**config.mk**
```make
export PLATFORM = sky130hd
export DESIGN_NAME = aon_ctrl
export DESIGN_NICKNAME = d
export VERILOG_FILES = /design/src/aon_period.v /design/src/aon_round.v /design/src/aon_ctrl.v
export VERILOG_INCLUDE_DIRS = /design/src
export SDC_FILE = /design/constraint.sdc
export NUM_CORES = 1
export LEC_CHECK = 0
export ABC_AREA = 1
export BUFFER_PORTS_ARGS = -buffer_cell sky130_fd_sc_hd__buf_2
export CAP_MARGIN = 5
export CORE_MARGIN = 4
export CORE_UTILIZATION = 61
export DETAILED_ROUTE_END_ITERATION = 8
export PLACE_DENSITY = 0.79
export SYNTH_ARGS = -nofsm -noshare
export SYNTH_HDL_FRONTEND = slang
export SYNTH_SLANG_ARGS = --single-unit
```
**constraint.sdc**
```tcl
create_clock -name aclk -period 7.95 [get_ports aclk]
set_input_delay 1.59 -clock aclk [delete_from_list [all_inputs] [get_ports aclk]]
set_output_delay 1.59 -clock aclk [all_outputs]
set_load 0.005 [all_outputs]
```
**src/aon_regs.vh**
```
`ifndef AON_REGS_VH
`define AON_REGS_VH
// register indices; byte address is four times the index
`define AON_OVS_IDX       6'h07
`define AON_NODE_IDX      6'h0a
`define AON_CTRL_IDX      6'h10
`define AON_STAT_IDX      6'h11
// oversampling control fields
`define AON_ORDER_BIT     7
`define AON_HPER_MSB      6
`define AON_HPER_LSB      5
`define AON_GPER_MSB      4
`define AON_GPER_LSB      3
`define AON_CNT_MSB       2
`define AON_CNT_LSB       0
// node address and control fields
`define AON_NODE_MSB      4
`define AON_CTRL_SEL_BIT  0
`define AON_CTRL_TRIG_BIT 1
// reset values
`define AON_OVS_RESET     8'h78
`define AON_NODE_RESET    5'h00
// channel numbering: cells, aux, then internal test signals
`define AON_NONE          5'h1f
`define AON_CELL_HI       5'h0f
`define AON_AUX_LO        5'h10
`define AON_AUX_HI        5'h17
`define AON_TST_LO        5'h18
`define AON_ANA_HI        5'h1b
`define AON_DTEMP_CH      5'h1c
`define AON_TST_HI        5'h1d
// bus responses
`define AON_RESP_OKAY     2'h0
`define AON_RESP_SLVERR   2'h2
// timing, in ns
`define AON_CLK_NS        8
`define AON_PER0_NS       4130
`define AON_PER1_NS       5960
`define AON_PER2_NS       8020
`define AON_PER3_NS       12600
`endif

```
**src/aon_period.v**
```verilog
`include "aon_regs.vh"
`default_nettype none
module aon_period
(
  // period code and its length in clock cycles
  input  wire [1:0]  code,
  output reg  [15:0] cycles
);
  // least times, so round up to whole cycles
  localparam [15:0] CYC0 = (`AON_PER0_NS + `AON_CLK_NS - 1) / `AON_CLK_NS;
  localparam [15:0] CYC1 = (`AON_PER1_NS + `AON_CLK_NS - 1) / `AON_CLK_NS;
  localparam [15:0] CYC2 = (`AON_PER2_NS + `AON_CLK_NS - 1) / `AON_CLK_NS;
  localparam [15:0] CYC3 = (`AON_PER3_NS + `AON_CLK_NS - 1) / `AON_CLK_NS;

  always @*
  begin
    case (code)
      2'h0: cycles = CYC0;
      2'h1: cycles = CYC1;
      2'h2: cycles = CYC2;
      default: cycles = CYC3;
    endcase
  end
endmodule
`default_nettype wire

```
**src/aon_round.v**
```verilog
`default_nettype none
module aon_round #(
  parameter IN_W  = 21,
  parameter OUT_W = 16
)
(
  // accumulated sum and log2 of the sample count
  input  wire [IN_W-1:0]  sum,
  input  wire [2:0]       shift,
  output reg  [OUT_W-1:0] avg
);
  reg [IN_W:0] q;
  reg [IN_W:0] rem;
  reg [IN_W:0] half;

  // round half to even, saturate to the output width
  always @*
  begin
    q    = {1'b0, sum} >> shift;
    rem  = {1'b0, sum} & ((({{IN_W{1'b0}}, 1'b1}) << shift) - 1'b1);
    half = ({{IN_W{1'b0}}, 1'b1} << shift) >> 1;
    if (shift != 3'h0 && (rem > half || (rem == half && q[0])))
      q = q + 1'b1;
    if (q[IN_W:OUT_W] != {(IN_W-OUT_W+1){1'b0}})
      avg = {OUT_W{1'b1}};
    else
      avg = q[OUT_W-1:0];
  end
endmodule
`default_nettype wire

```
**src/aon_ctrl.v**
```verilog
// Notes on behaviour
// - with the order bit clear, all repeats of a channel run first, a cell or aux channel's first after its settle time, the rest at the averaging period.
// - with the order bit set, one sample per selected channel per sweep, sweeps repeat up to the sample count.
// - in round-robin, cell averages finish before aux sampling, and aux finishes before any other measurement.
// - in round-robin, the cell settle time precedes cell sampling and the aux settle time precedes aux sampling.
// - the order bit affects only cell and aux averaging, never the internal test measurements.
// - the analog period times die temperature, reference, pump and stack-sum, and cell repeats in per-channel mode.
// - the digital period times digital die temperature and core supply, and digital die temperature is never averaged.
// - in per-channel mode the digital period times aux repeats.
// - digital period codes 0..3 mean 4.13, 5.96, 8.02 and 12.6 us.
// - sample count codes 0..5 average 1, 2, 4, 8, 16, 32 samples; 6 and 7 are reserved.
// - the averaged sum is reduced to 16 bits with round-half-to-even before it is stored.
// - the node identifier takes writes only while address capture is armed.
// - the node identifier may also load from nonvolatile storage or from sampled pins.
// - with source select 1 the trigger arms capture until the next frame; with 0 it samples the pins.
`include "aon_regs.vh"
`default_nettype none
module aon_ctrl #(
  parameter ADDR_W   = 8,
  parameter SAMPLE_W = 16,
  parameter ACC_W    = 21,
  parameter NUM_CH   = 30
)
(
  // clock and reset
  input  wire                aclk,
  input  wire                aresetn,
  // axi4-lite write
  input  wire [ADDR_W-1:0]   awaddr,
  input  wire                awvalid,
  output reg                 awready,
  input  wire [31:0]         wdata,
  input  wire [3:0]          wstrb,
  input  wire                wvalid,
  output reg                 wready,
  output reg  [1:0]          bresp,
  output reg                 bvalid,
  input  wire                bready,
  // axi4-lite read
  input  wire [ADDR_W-1:0]   araddr,
  input  wire                arvalid,
  output reg                 arready,
  output reg  [31:0]         rdata,
  output reg  [1:0]          rresp,
  output reg                 rvalid,
  input  wire                rready,
  // conversion command and converter
  input  wire                conv_start,
  input  wire [NUM_CH-1:0]   chan_sel,
  input  wire [15:0]         cell_settle_period,
  input  wire [15:0]         aux_settle_period,
  output reg                 sample_req,
  output reg  [4:0]          sample_chan,
  input  wire                sample_done,
  input  wire [SAMPLE_W-1:0] sample_data,
  output reg                 result_valid,
  output reg  [4:0]          result_chan,
  output reg  [15:0]         result_data,
  output reg                 conv_busy,
  // node addressing
  input  wire                frame_received,
  input  wire [4:0]          gpio_addr,
  input  wire                nvm_load,
  input  wire [4:0]          nvm_addr,
  output reg  [4:0]          node_identifier,
  output reg                 auto_addr_mode
);
  localparam [3:0] S_IDLE = 4'h1;
  localparam [3:0] S_LOAD = 4'h2;
  localparam [3:0] S_WAIT = 4'h4;
  localparam [3:0] S_SMP  = 4'h8;

  reg  [7:0]        ovs_reg;
  reg               addr_sel_reg;
  reg  [ADDR_W-1:0] awaddr_reg;
  reg  [31:0]       wdata_reg;
  reg               wstrb0_reg;
  reg  [3:0]        state_reg;
  reg  [5:0]        pass_reg;
  reg  [15:0]       wait_reg;
  reg  [NUM_CH-1:0] sel_reg;
  reg               run_order_reg;
  reg  [1:0]        run_hper_reg;
  reg  [1:0]        run_gper_reg;
  reg  [2:0]        run_cnt_reg;
  reg  [ACC_W-1:0]  acc [0:NUM_CH-1];
  wire [15:0]       hcyc;
  wire [15:0]       gcyc;
  wire [15:0]       avg;
  wire [ADDR_W-3:0] wr_idx = awaddr_reg[ADDR_W-1:2];
  wire [ADDR_W-3:0] rd_idx = araddr[ADDR_W-1:2];
  wire              do_write = ~awready & ~wready & ~bvalid;

  aon_period u_hper
  (
    .code   (run_hper_reg),
    .cycles (hcyc)
  );

  aon_period u_gper
  (
    .code   (run_gper_reg),
    .cycles (gcyc)
  );

  // smallest selected channel in [lo, hi], or none
  function [4:0] next_sel;
    input [NUM_CH-1:0] m;
    input [4:0]        lo;
    input [4:0]        hi;
    integer            i;
    begin
      next_sel = `AON_NONE;
      for (i = NUM_CH - 1; i >= 0; i = i - 1)
        if (m[i] && i >= lo && i <= hi)
          next_sel = i[4:0];
    end
  endfunction

  // wait before a sample; first means first sample of a channel in per-channel order, or of a sweep phase
  function [15:0] per_of;
    input [4:0] ch;
    input       first;
    begin
      if (ch <= `AON_CELL_HI)
        per_of = first ? cell_settle_period : hcyc;
      else if (ch <= `AON_AUX_HI)
        per_of = first ? aux_settle_period : gcyc;
      else if (ch <= `AON_ANA_HI)
        per_of = hcyc;
      else
        per_of = gcyc;
    end
  endfunction

  // die temperature is a single sample
  // reserved count codes fall back to one sample
  wire [2:0] shift = (sample_chan == `AON_DTEMP_CH || run_cnt_reg > 3'h5) ? 3'h0 : run_cnt_reg;
  wire [5:0] count = 6'h01 << shift;
  wire       last  = (pass_reg + 6'h01) == count;
  // test channels always sequence per channel
  wire       rr    = run_order_reg && sample_chan <= `AON_AUX_HI;
  wire [4:0] ph_lo = (sample_chan <= `AON_CELL_HI) ? 5'h00 : `AON_AUX_LO;
  wire [4:0] ph_hi = (sample_chan <= `AON_CELL_HI) ? `AON_CELL_HI : `AON_AUX_HI;
  wire [4:0] nxt_any = next_sel(sel_reg, sample_chan + 5'h01, `AON_TST_HI);
  wire [4:0] nxt_ph  = next_sel(sel_reg, sample_chan + 5'h01, ph_hi);
  wire [4:0] first_ph = next_sel(sel_reg, ph_lo, ph_hi);
  wire [4:0] nxt_late = next_sel(sel_reg, ph_hi + 5'h01, `AON_TST_HI);
  wire [ACC_W-1:0] new_sum = (pass_reg == 6'h00 ? {ACC_W{1'b0}} : acc[sample_chan])
                             + {{(ACC_W-SAMPLE_W){1'b0}}, sample_data};

  aon_round #(
    .IN_W  (ACC_W),
    .OUT_W (16)
  ) u_round
  (
    .sum   (new_sum),
    .shift (shift),
    .avg   (avg)
  );

  // write channel: address and data taken in either order, response after both
  always @(posedge aclk)
  begin
    if (!aresetn)
    begin
      awready    <= 1'b1;
      wready     <= 1'b1;
      bvalid     <= 1'b0;
      bresp      <= `AON_RESP_OKAY;
      awaddr_reg <= {ADDR_W{1'b0}};
      wdata_reg  <= 32'h0;
      wstrb0_reg <= 1'b0;
    end
    else
    begin
      if (awvalid && awready)
      begin
        awready    <= 1'b0;
        awaddr_reg <= awaddr;
      end
      if (wvalid && wready)
      begin
        wready     <= 1'b0;
        wdata_reg  <= wdata;
        wstrb0_reg <= wstrb[0];
      end
      if (do_write)
      begin
        bvalid <= 1'b1;
        if (wr_idx == `AON_OVS_IDX || wr_idx == `AON_NODE_IDX || wr_idx == `AON_CTRL_IDX
            || wr_idx == `AON_STAT_IDX)
          bresp <= `AON_RESP_OKAY;
        else
          bresp <= `AON_RESP_SLVERR;
      end
      else if (bvalid && bready)
      begin
        bvalid  <= 1'b0;
        awready <= 1'b1;
        wready  <= 1'b1;
      end
    end
  end

  // register writes; the live copy changes any time, the sequencer uses its frozen copy
  always @(posedge aclk)
  begin
    if (!aresetn)
    begin
      ovs_reg      <= `AON_OVS_RESET;
      addr_sel_reg <= 1'b0;
    end
    else if (do_write && wstrb0_reg)
    begin
      if (wr_idx == `AON_OVS_IDX)
        ovs_reg <= wdata_reg[7:0];
      else if (wr_idx == `AON_CTRL_IDX)
        addr_sel_reg <= wdata_reg[`AON_CTRL_SEL_BIT];
    end
  end

  // node identifier and capture arming; a fresh arm wins over a frame clearing it
  always @(posedge aclk)
  begin
    if (!aresetn)
    begin
      node_identifier <= `AON_NODE_RESET;
      auto_addr_mode  <= 1'b0;
    end
    else
    begin
      if (frame_received)
        auto_addr_mode <= 1'b0;
      if (nvm_load)
        node_identifier <= nvm_addr;
      if (do_write && wstrb0_reg)
      begin
        if (wr_idx == `AON_NODE_IDX && auto_addr_mode)
          node_identifier <= wdata_reg[`AON_NODE_MSB:0];
        else if (wr_idx == `AON_CTRL_IDX && wdata_reg[`AON_CTRL_TRIG_BIT])
        begin
          if (wdata_reg[`AON_CTRL_SEL_BIT])
            auto_addr_mode <= 1'b1;
          else
            node_identifier <= gpio_addr;
        end
      end
    end
  end

  // read channel; one outstanding read, answer one cycle after the address
  always @(posedge aclk)
  begin
    if (!aresetn)
    begin
      arready <= 1'b1;
      rvalid  <= 1'b0;
      rdata   <= 32'h0;
      rresp   <= `AON_RESP_OKAY;
    end
    else if (arvalid && arready)
    begin
      arready <= 1'b0;
      rvalid  <= 1'b1;
      rresp   <= `AON_RESP_OKAY;
      if (rd_idx == `AON_OVS_IDX)
        rdata <= {24'h0, ovs_reg};
      else if (rd_idx == `AON_NODE_IDX)
        rdata <= {27'h0, node_identifier};
      else if (rd_idx == `AON_CTRL_IDX)
        rdata <= {30'h0, auto_addr_mode, addr_sel_reg};
      else if (rd_idx == `AON_STAT_IDX)
        rdata <= {25'h0, sample_chan, auto_addr_mode, conv_busy};
      else
      begin
        rdata <= 32'h0;
        rresp <= `AON_RESP_SLVERR;
      end
    end
    else if (rvalid && rready)
    begin
      rvalid  <= 1'b0;
      arready <= 1'b1;
    end
  end

  // conversion sequencer
  always @(posedge aclk)
  begin
    if (!aresetn)
    begin
      state_reg     <= S_IDLE;
      sample_chan   <= 5'h00;
      pass_reg      <= 6'h00;
      wait_reg      <= 16'h0;
      sel_reg       <= {NUM_CH{1'b0}};
      run_order_reg <= 1'b0;
      run_hper_reg  <= 2'h3;
      run_gper_reg  <= 2'h3;
      run_cnt_reg   <= 3'h0;
      sample_req    <= 1'b0;
      result_valid  <= 1'b0;
      result_chan   <= 5'h00;
      result_data   <= 16'h0;
      conv_busy     <= 1'b0;
    end
    else
    begin
      sample_req   <= 1'b0;
      result_valid <= 1'b0;
      case (state_reg)
        S_IDLE:
        begin
          if (conv_start)
          begin
            sel_reg       <= chan_sel;
            run_order_reg <= ovs_reg[`AON_ORDER_BIT];
            run_hper_reg  <= ovs_reg[`AON_HPER_MSB:`AON_HPER_LSB];
            run_gper_reg  <= ovs_reg[`AON_GPER_MSB:`AON_GPER_LSB];
            run_cnt_reg   <= ovs_reg[`AON_CNT_MSB:`AON_CNT_LSB];
            conv_busy     <= 1'b1;
            state_reg     <= S_LOAD;
          end
        end
        S_LOAD:
        begin
          pass_reg <= 6'h00;
          if (next_sel(sel_reg, 5'h00, `AON_TST_HI) == `AON_NONE)
          begin
            conv_busy <= 1'b0;
            state_reg <= S_IDLE;
          end
          else
          begin
            sample_chan <= next_sel(sel_reg, 5'h00, `AON_TST_HI);
            wait_reg    <= per_of(next_sel(sel_reg, 5'h00, `AON_TST_HI), 1'b1);
            state_reg   <= S_WAIT;
          end
        end
        S_WAIT:
        begin
          if (wait_reg <= 16'h0001)
          begin
            sample_req <= 1'b1;
            state_reg  <= S_SMP;
          end
          else
            wait_reg <= wait_reg - 16'h0001;
        end
        S_SMP:
        begin
          if (sample_done)
          begin
            acc[sample_chan] <= new_sum;
            if (last)
            begin
              result_valid <= 1'b1;
              result_chan  <= sample_chan;
              result_data  <= avg;
            end
            state_reg <= S_WAIT;
            if (!rr && !last)
            begin
              // repeat same channel at averaging period
              pass_reg <= pass_reg + 6'h01;
              wait_reg <= per_of(sample_chan, 1'b0);
            end
            else if (!rr)
            begin
              pass_reg <= 6'h00;
              if (nxt_any == `AON_NONE)
              begin
                conv_busy <= 1'b0;
                state_reg <= S_IDLE;
              end
              else
              begin
                sample_chan <= nxt_any;
                wait_reg    <= per_of(nxt_any, 1'b1);
              end
            end
            else if (nxt_ph != `AON_NONE)
            begin
              sample_chan <= nxt_ph;
              wait_reg    <= per_of(nxt_ph, 1'b0);
            end
            else if (!last)
            begin
              pass_reg    <= pass_reg + 6'h01;
              sample_chan <= first_ph;
              wait_reg    <= per_of(first_ph, 1'b0);
            end
            else
            begin
              // phase done before the next phase
              pass_reg <= 6'h00;
              if (nxt_late == `AON_NONE)
              begin
                conv_busy <= 1'b0;
                state_reg <= S_IDLE;
              end
              else
              begin
                sample_chan <= nxt_late;
                wait_reg    <= per_of(nxt_late, 1'b1);
              end
            end
          end
        end
        default:
          state_reg <= S_IDLE;
      endcase
    end
  end
endmodule
`default_nettype wire

```
==> impl_results.md <==
* Outcome: finished clean
* Final Setup Violations at 0
* CP peak stage delay at 0.61 ns
* Placer Congestion at 0.979
* Final Cycle Share at 0.823
* Top-area cell type share of the netlist area at 0.519
* Register Area at 21800 um2
* Routed via count at 29400
* CTS tree: done
* Unique masters post-synth at slightly below 70
* CP max stage cell: inv_8
* Via-per-instance ratio at around 6.3
* Setup bufs post-CTS at 0
* HP Class: reg2reg
* Most frequent cells after synthesis: 630 x edfxtp_1, 540 x nor2_1, 513 x o21ai_0
* Fill cells at 4404
* Top FF cell, synth: edfxtp_1
* Crit Reg-Reg Endpoint: result_data[2]
* Share of cells above drive strength 1 at 0.124
* FFs w/ async S/R, synth at 0
* Multi-input logic area at 12800 um2
* Hold Path End: rvalid
* Design Power at slightly above 10000 uW
* IO Count at 227
* Final WS setup at between 1 and 1.5 ns
* DPL Wire Length at ~64 mm
* Die W at 252 um
* Maxcap violations at 0
* Site row count at 89
* Crit path capture type: flop
* Global-route wire length before repair at 157 mm
* Top cells by area, synth: edfxtp_1 52%, dfxtp_1 7.9%, o21ai_0 7.0%
* Setup Skew at 0.0254 ns
* Overall routing resource usage at 0.315
* Hold path depth at 2
* PostCTS Resize Cnt at 0
* CTS sink cnt at 773
* RSZ-0062 raised after global routing: no
* Synth area leader: edfxtp_1
* Detail Route Antenna Nets at 0
* Worst reg2reg path depth at 34
* Total Nets Final at 4041
* Pleak at roughly 0.015 uW
* Max Slew Vio Count at 0
* Crit path required time at 8.47 ns
* Core area at 59000 um2
* Post-route DRC at 0
* Reg2Reg Setup Slack at 1.41 ns
* Fmax at about 0.15 GHz
* Clk buf depth at 3
* Initial DRC count at 3448
* Worst setup SP type: flop
* Hold Startpoint: rvalid
* PortBufs at 169
* CTS root buffer: clkbuf_16
* Crit path time final at 6.54 ns
* WP data arrival at 7.06 ns
* Number of CTS-inserted buffers at 78
* Synthesized cell area at 36400 um2
* Clock transition at the registers of the reported paths at 0.06 ns
* Hold violation count in the final report at 0
* Initial core utilization at 0.617
* Mapped Cells at between 3000 and 4000
* WL final at 103 mm
* Setup Crit Path Kind: reg2reg
* Most frequent cell after synthesis: edfxtp_1
* Vias in the first global route at 27900
* Number of flip-flops in the largest register at 630
* Post-synth EDFFs at 630
* Biggest fanout along the worst timing path at 158
* Antenna cells at 0
* Aggregate global routing overflow at 0
* Initial antenna violation count at 0
* Least-Margin Pin Slew at 1.14 ns
* Chip height at 252 um
* Clock Latency Late Sink at roughly 0.63 ns
* Avg WL per Cell at 22.0 um
* Syn_area_per_cell at 9.81 um2
* Most used cell, CP: nand2_1
* VDD IR-drop max at 197 uV
* Die area at 63700 um2
* H-tree depth at 3
* Largest net degree at the start of global routing at 159
* 1st-pass router iterations at 6
* Hold-fix buffers at CTS at 0
* Pwr dens at 249 nW/um2
* Synthesis Warnings at 0
* Slew margin rel. at 0.239
* Yosys reg bits at a little under 800
* Pre-CTS WS at ~1.6 ns
* Setup tns final at 0 ns
* Synth-to-Final Area Change at 11.5%
* Post-synthesis sequential area ratio at 0.598
==> worst max-delay path by stage <==
stage | from | slack, ns | cells after the start | to
after floorplan | flop | 1.87 | 38 | result_data[0]
after global placement | flop | 1.74 | 34 | result_data[8]
after detailed placement | flop | 1.60 | 34 | result_data[2]
after CTS | flop | 1.54 | 34 | result_data[2]
after global routing | flop | 0.89 | 33 | result_data[13]
final | flop | 1.41 | 34 | result_data[2]
==> worst max-delay path: cells and delay by family, from the launching register on <==
kind            cells  cell delay [ns]
compound gates      6             1.11
xor+xnor            1             0.17
fa+ha+maj           2             0.53
buf+inv             5             1.42
flops               1             0.44
simple gates       20             2.59
==> stage by stage <==
| step | instance area (um2) | utilization | hold slack (ns) | std cells |
|---|---|---|---|---|
| after floorplan | 36500 | - | 0.441 | 3742 |
| after global placement | 38100 | 0.645 | 0.460 | 4540 |
| after detailed placement | 38100 | 0.645 | 0.465 | 4540 |
| after CTS | 40600 | 0.688 | 0.476 | 4683 |
| after global routing | 40600 | 0.688 | 0.506 | 4683 |
| final | 40600 | 0.688 | 0.478 | 4683 |
==> cells in the final DEF (no fill, tap or decap), types with 14 or more instances in the layout <==
cell / instances
buf_4: 77
o221ai_1: 95
o21ai_0: 513
nand3_1: 150
o21a_1: 18
nand4_1: 33
nor2_2: 34
clkbuf_16: 78
conb_1: 31
edfxtp_1: 630
o211ai_1: 59
o22ai_1: 60
a21oi_1: 181
buf_2: 169
o21ai_1: 19
dfxtp_1: 139
inv_2: 16
a31oi_1: 44
nand2_2: 17
nor2_1: 509
nand2_1: 499
ha_1: 42
clkbuf_1: 14
inv_1: 244
clkinv_1: 19
nor3_1: 27
==> per-layer routing <==
layer | global-route usage | part of all wire
met1 | 0.429 | 0.38
met5 | 0 | 0
met3 | 0.0534 | 0.10
met2 | 0.513 | 0.48
met4 | 0.125 | 0.039
==> final cells by class <==
type,count,area share
Tap cell,773,0.0238
Clock inverter,51,0.0139
Sequential cell,773,0.536
Timing Repair Buffer,248,0.0360
Inverter,270,0.0252
Clock buffer,92,0.0493
Multi-Input combinational cell,2476,0.315
==> logic make-up (layout without fill, tap and decap cells) <==
logic type / after synthesis / count (layout) / share of synthesized area
DFF: 773 / 773 / 0.598
muxes: 2 / 2 / 0.000550
adders and majority gates: 43 / 43 / 0.0150
buffers and inverters: 493 / 661 / 0.0571
other: 2 / 31 / 0.000206
AOI/OAI and AO/OA: 1061 / 1061 / 0.172
and+or+nand+nor: 1314 / 1314 / 0.151
xor gates and xnor gates: 25 / 25 / 0.00683
==> power breakdown <==
part | leakage [uW] | total [uW] | internal [uW] | switching [uW]
Combinational | 0.00719 | 1700 | 453 | 1250
Sequential | 0.00686 | 4710 | 4670 | 44.0
Clock | 0.00123 | 3700 | 2120 | 1580
Total | 0.0153 | 10100 | 7240 | 2870
Power figures use the tool's default switching activity.
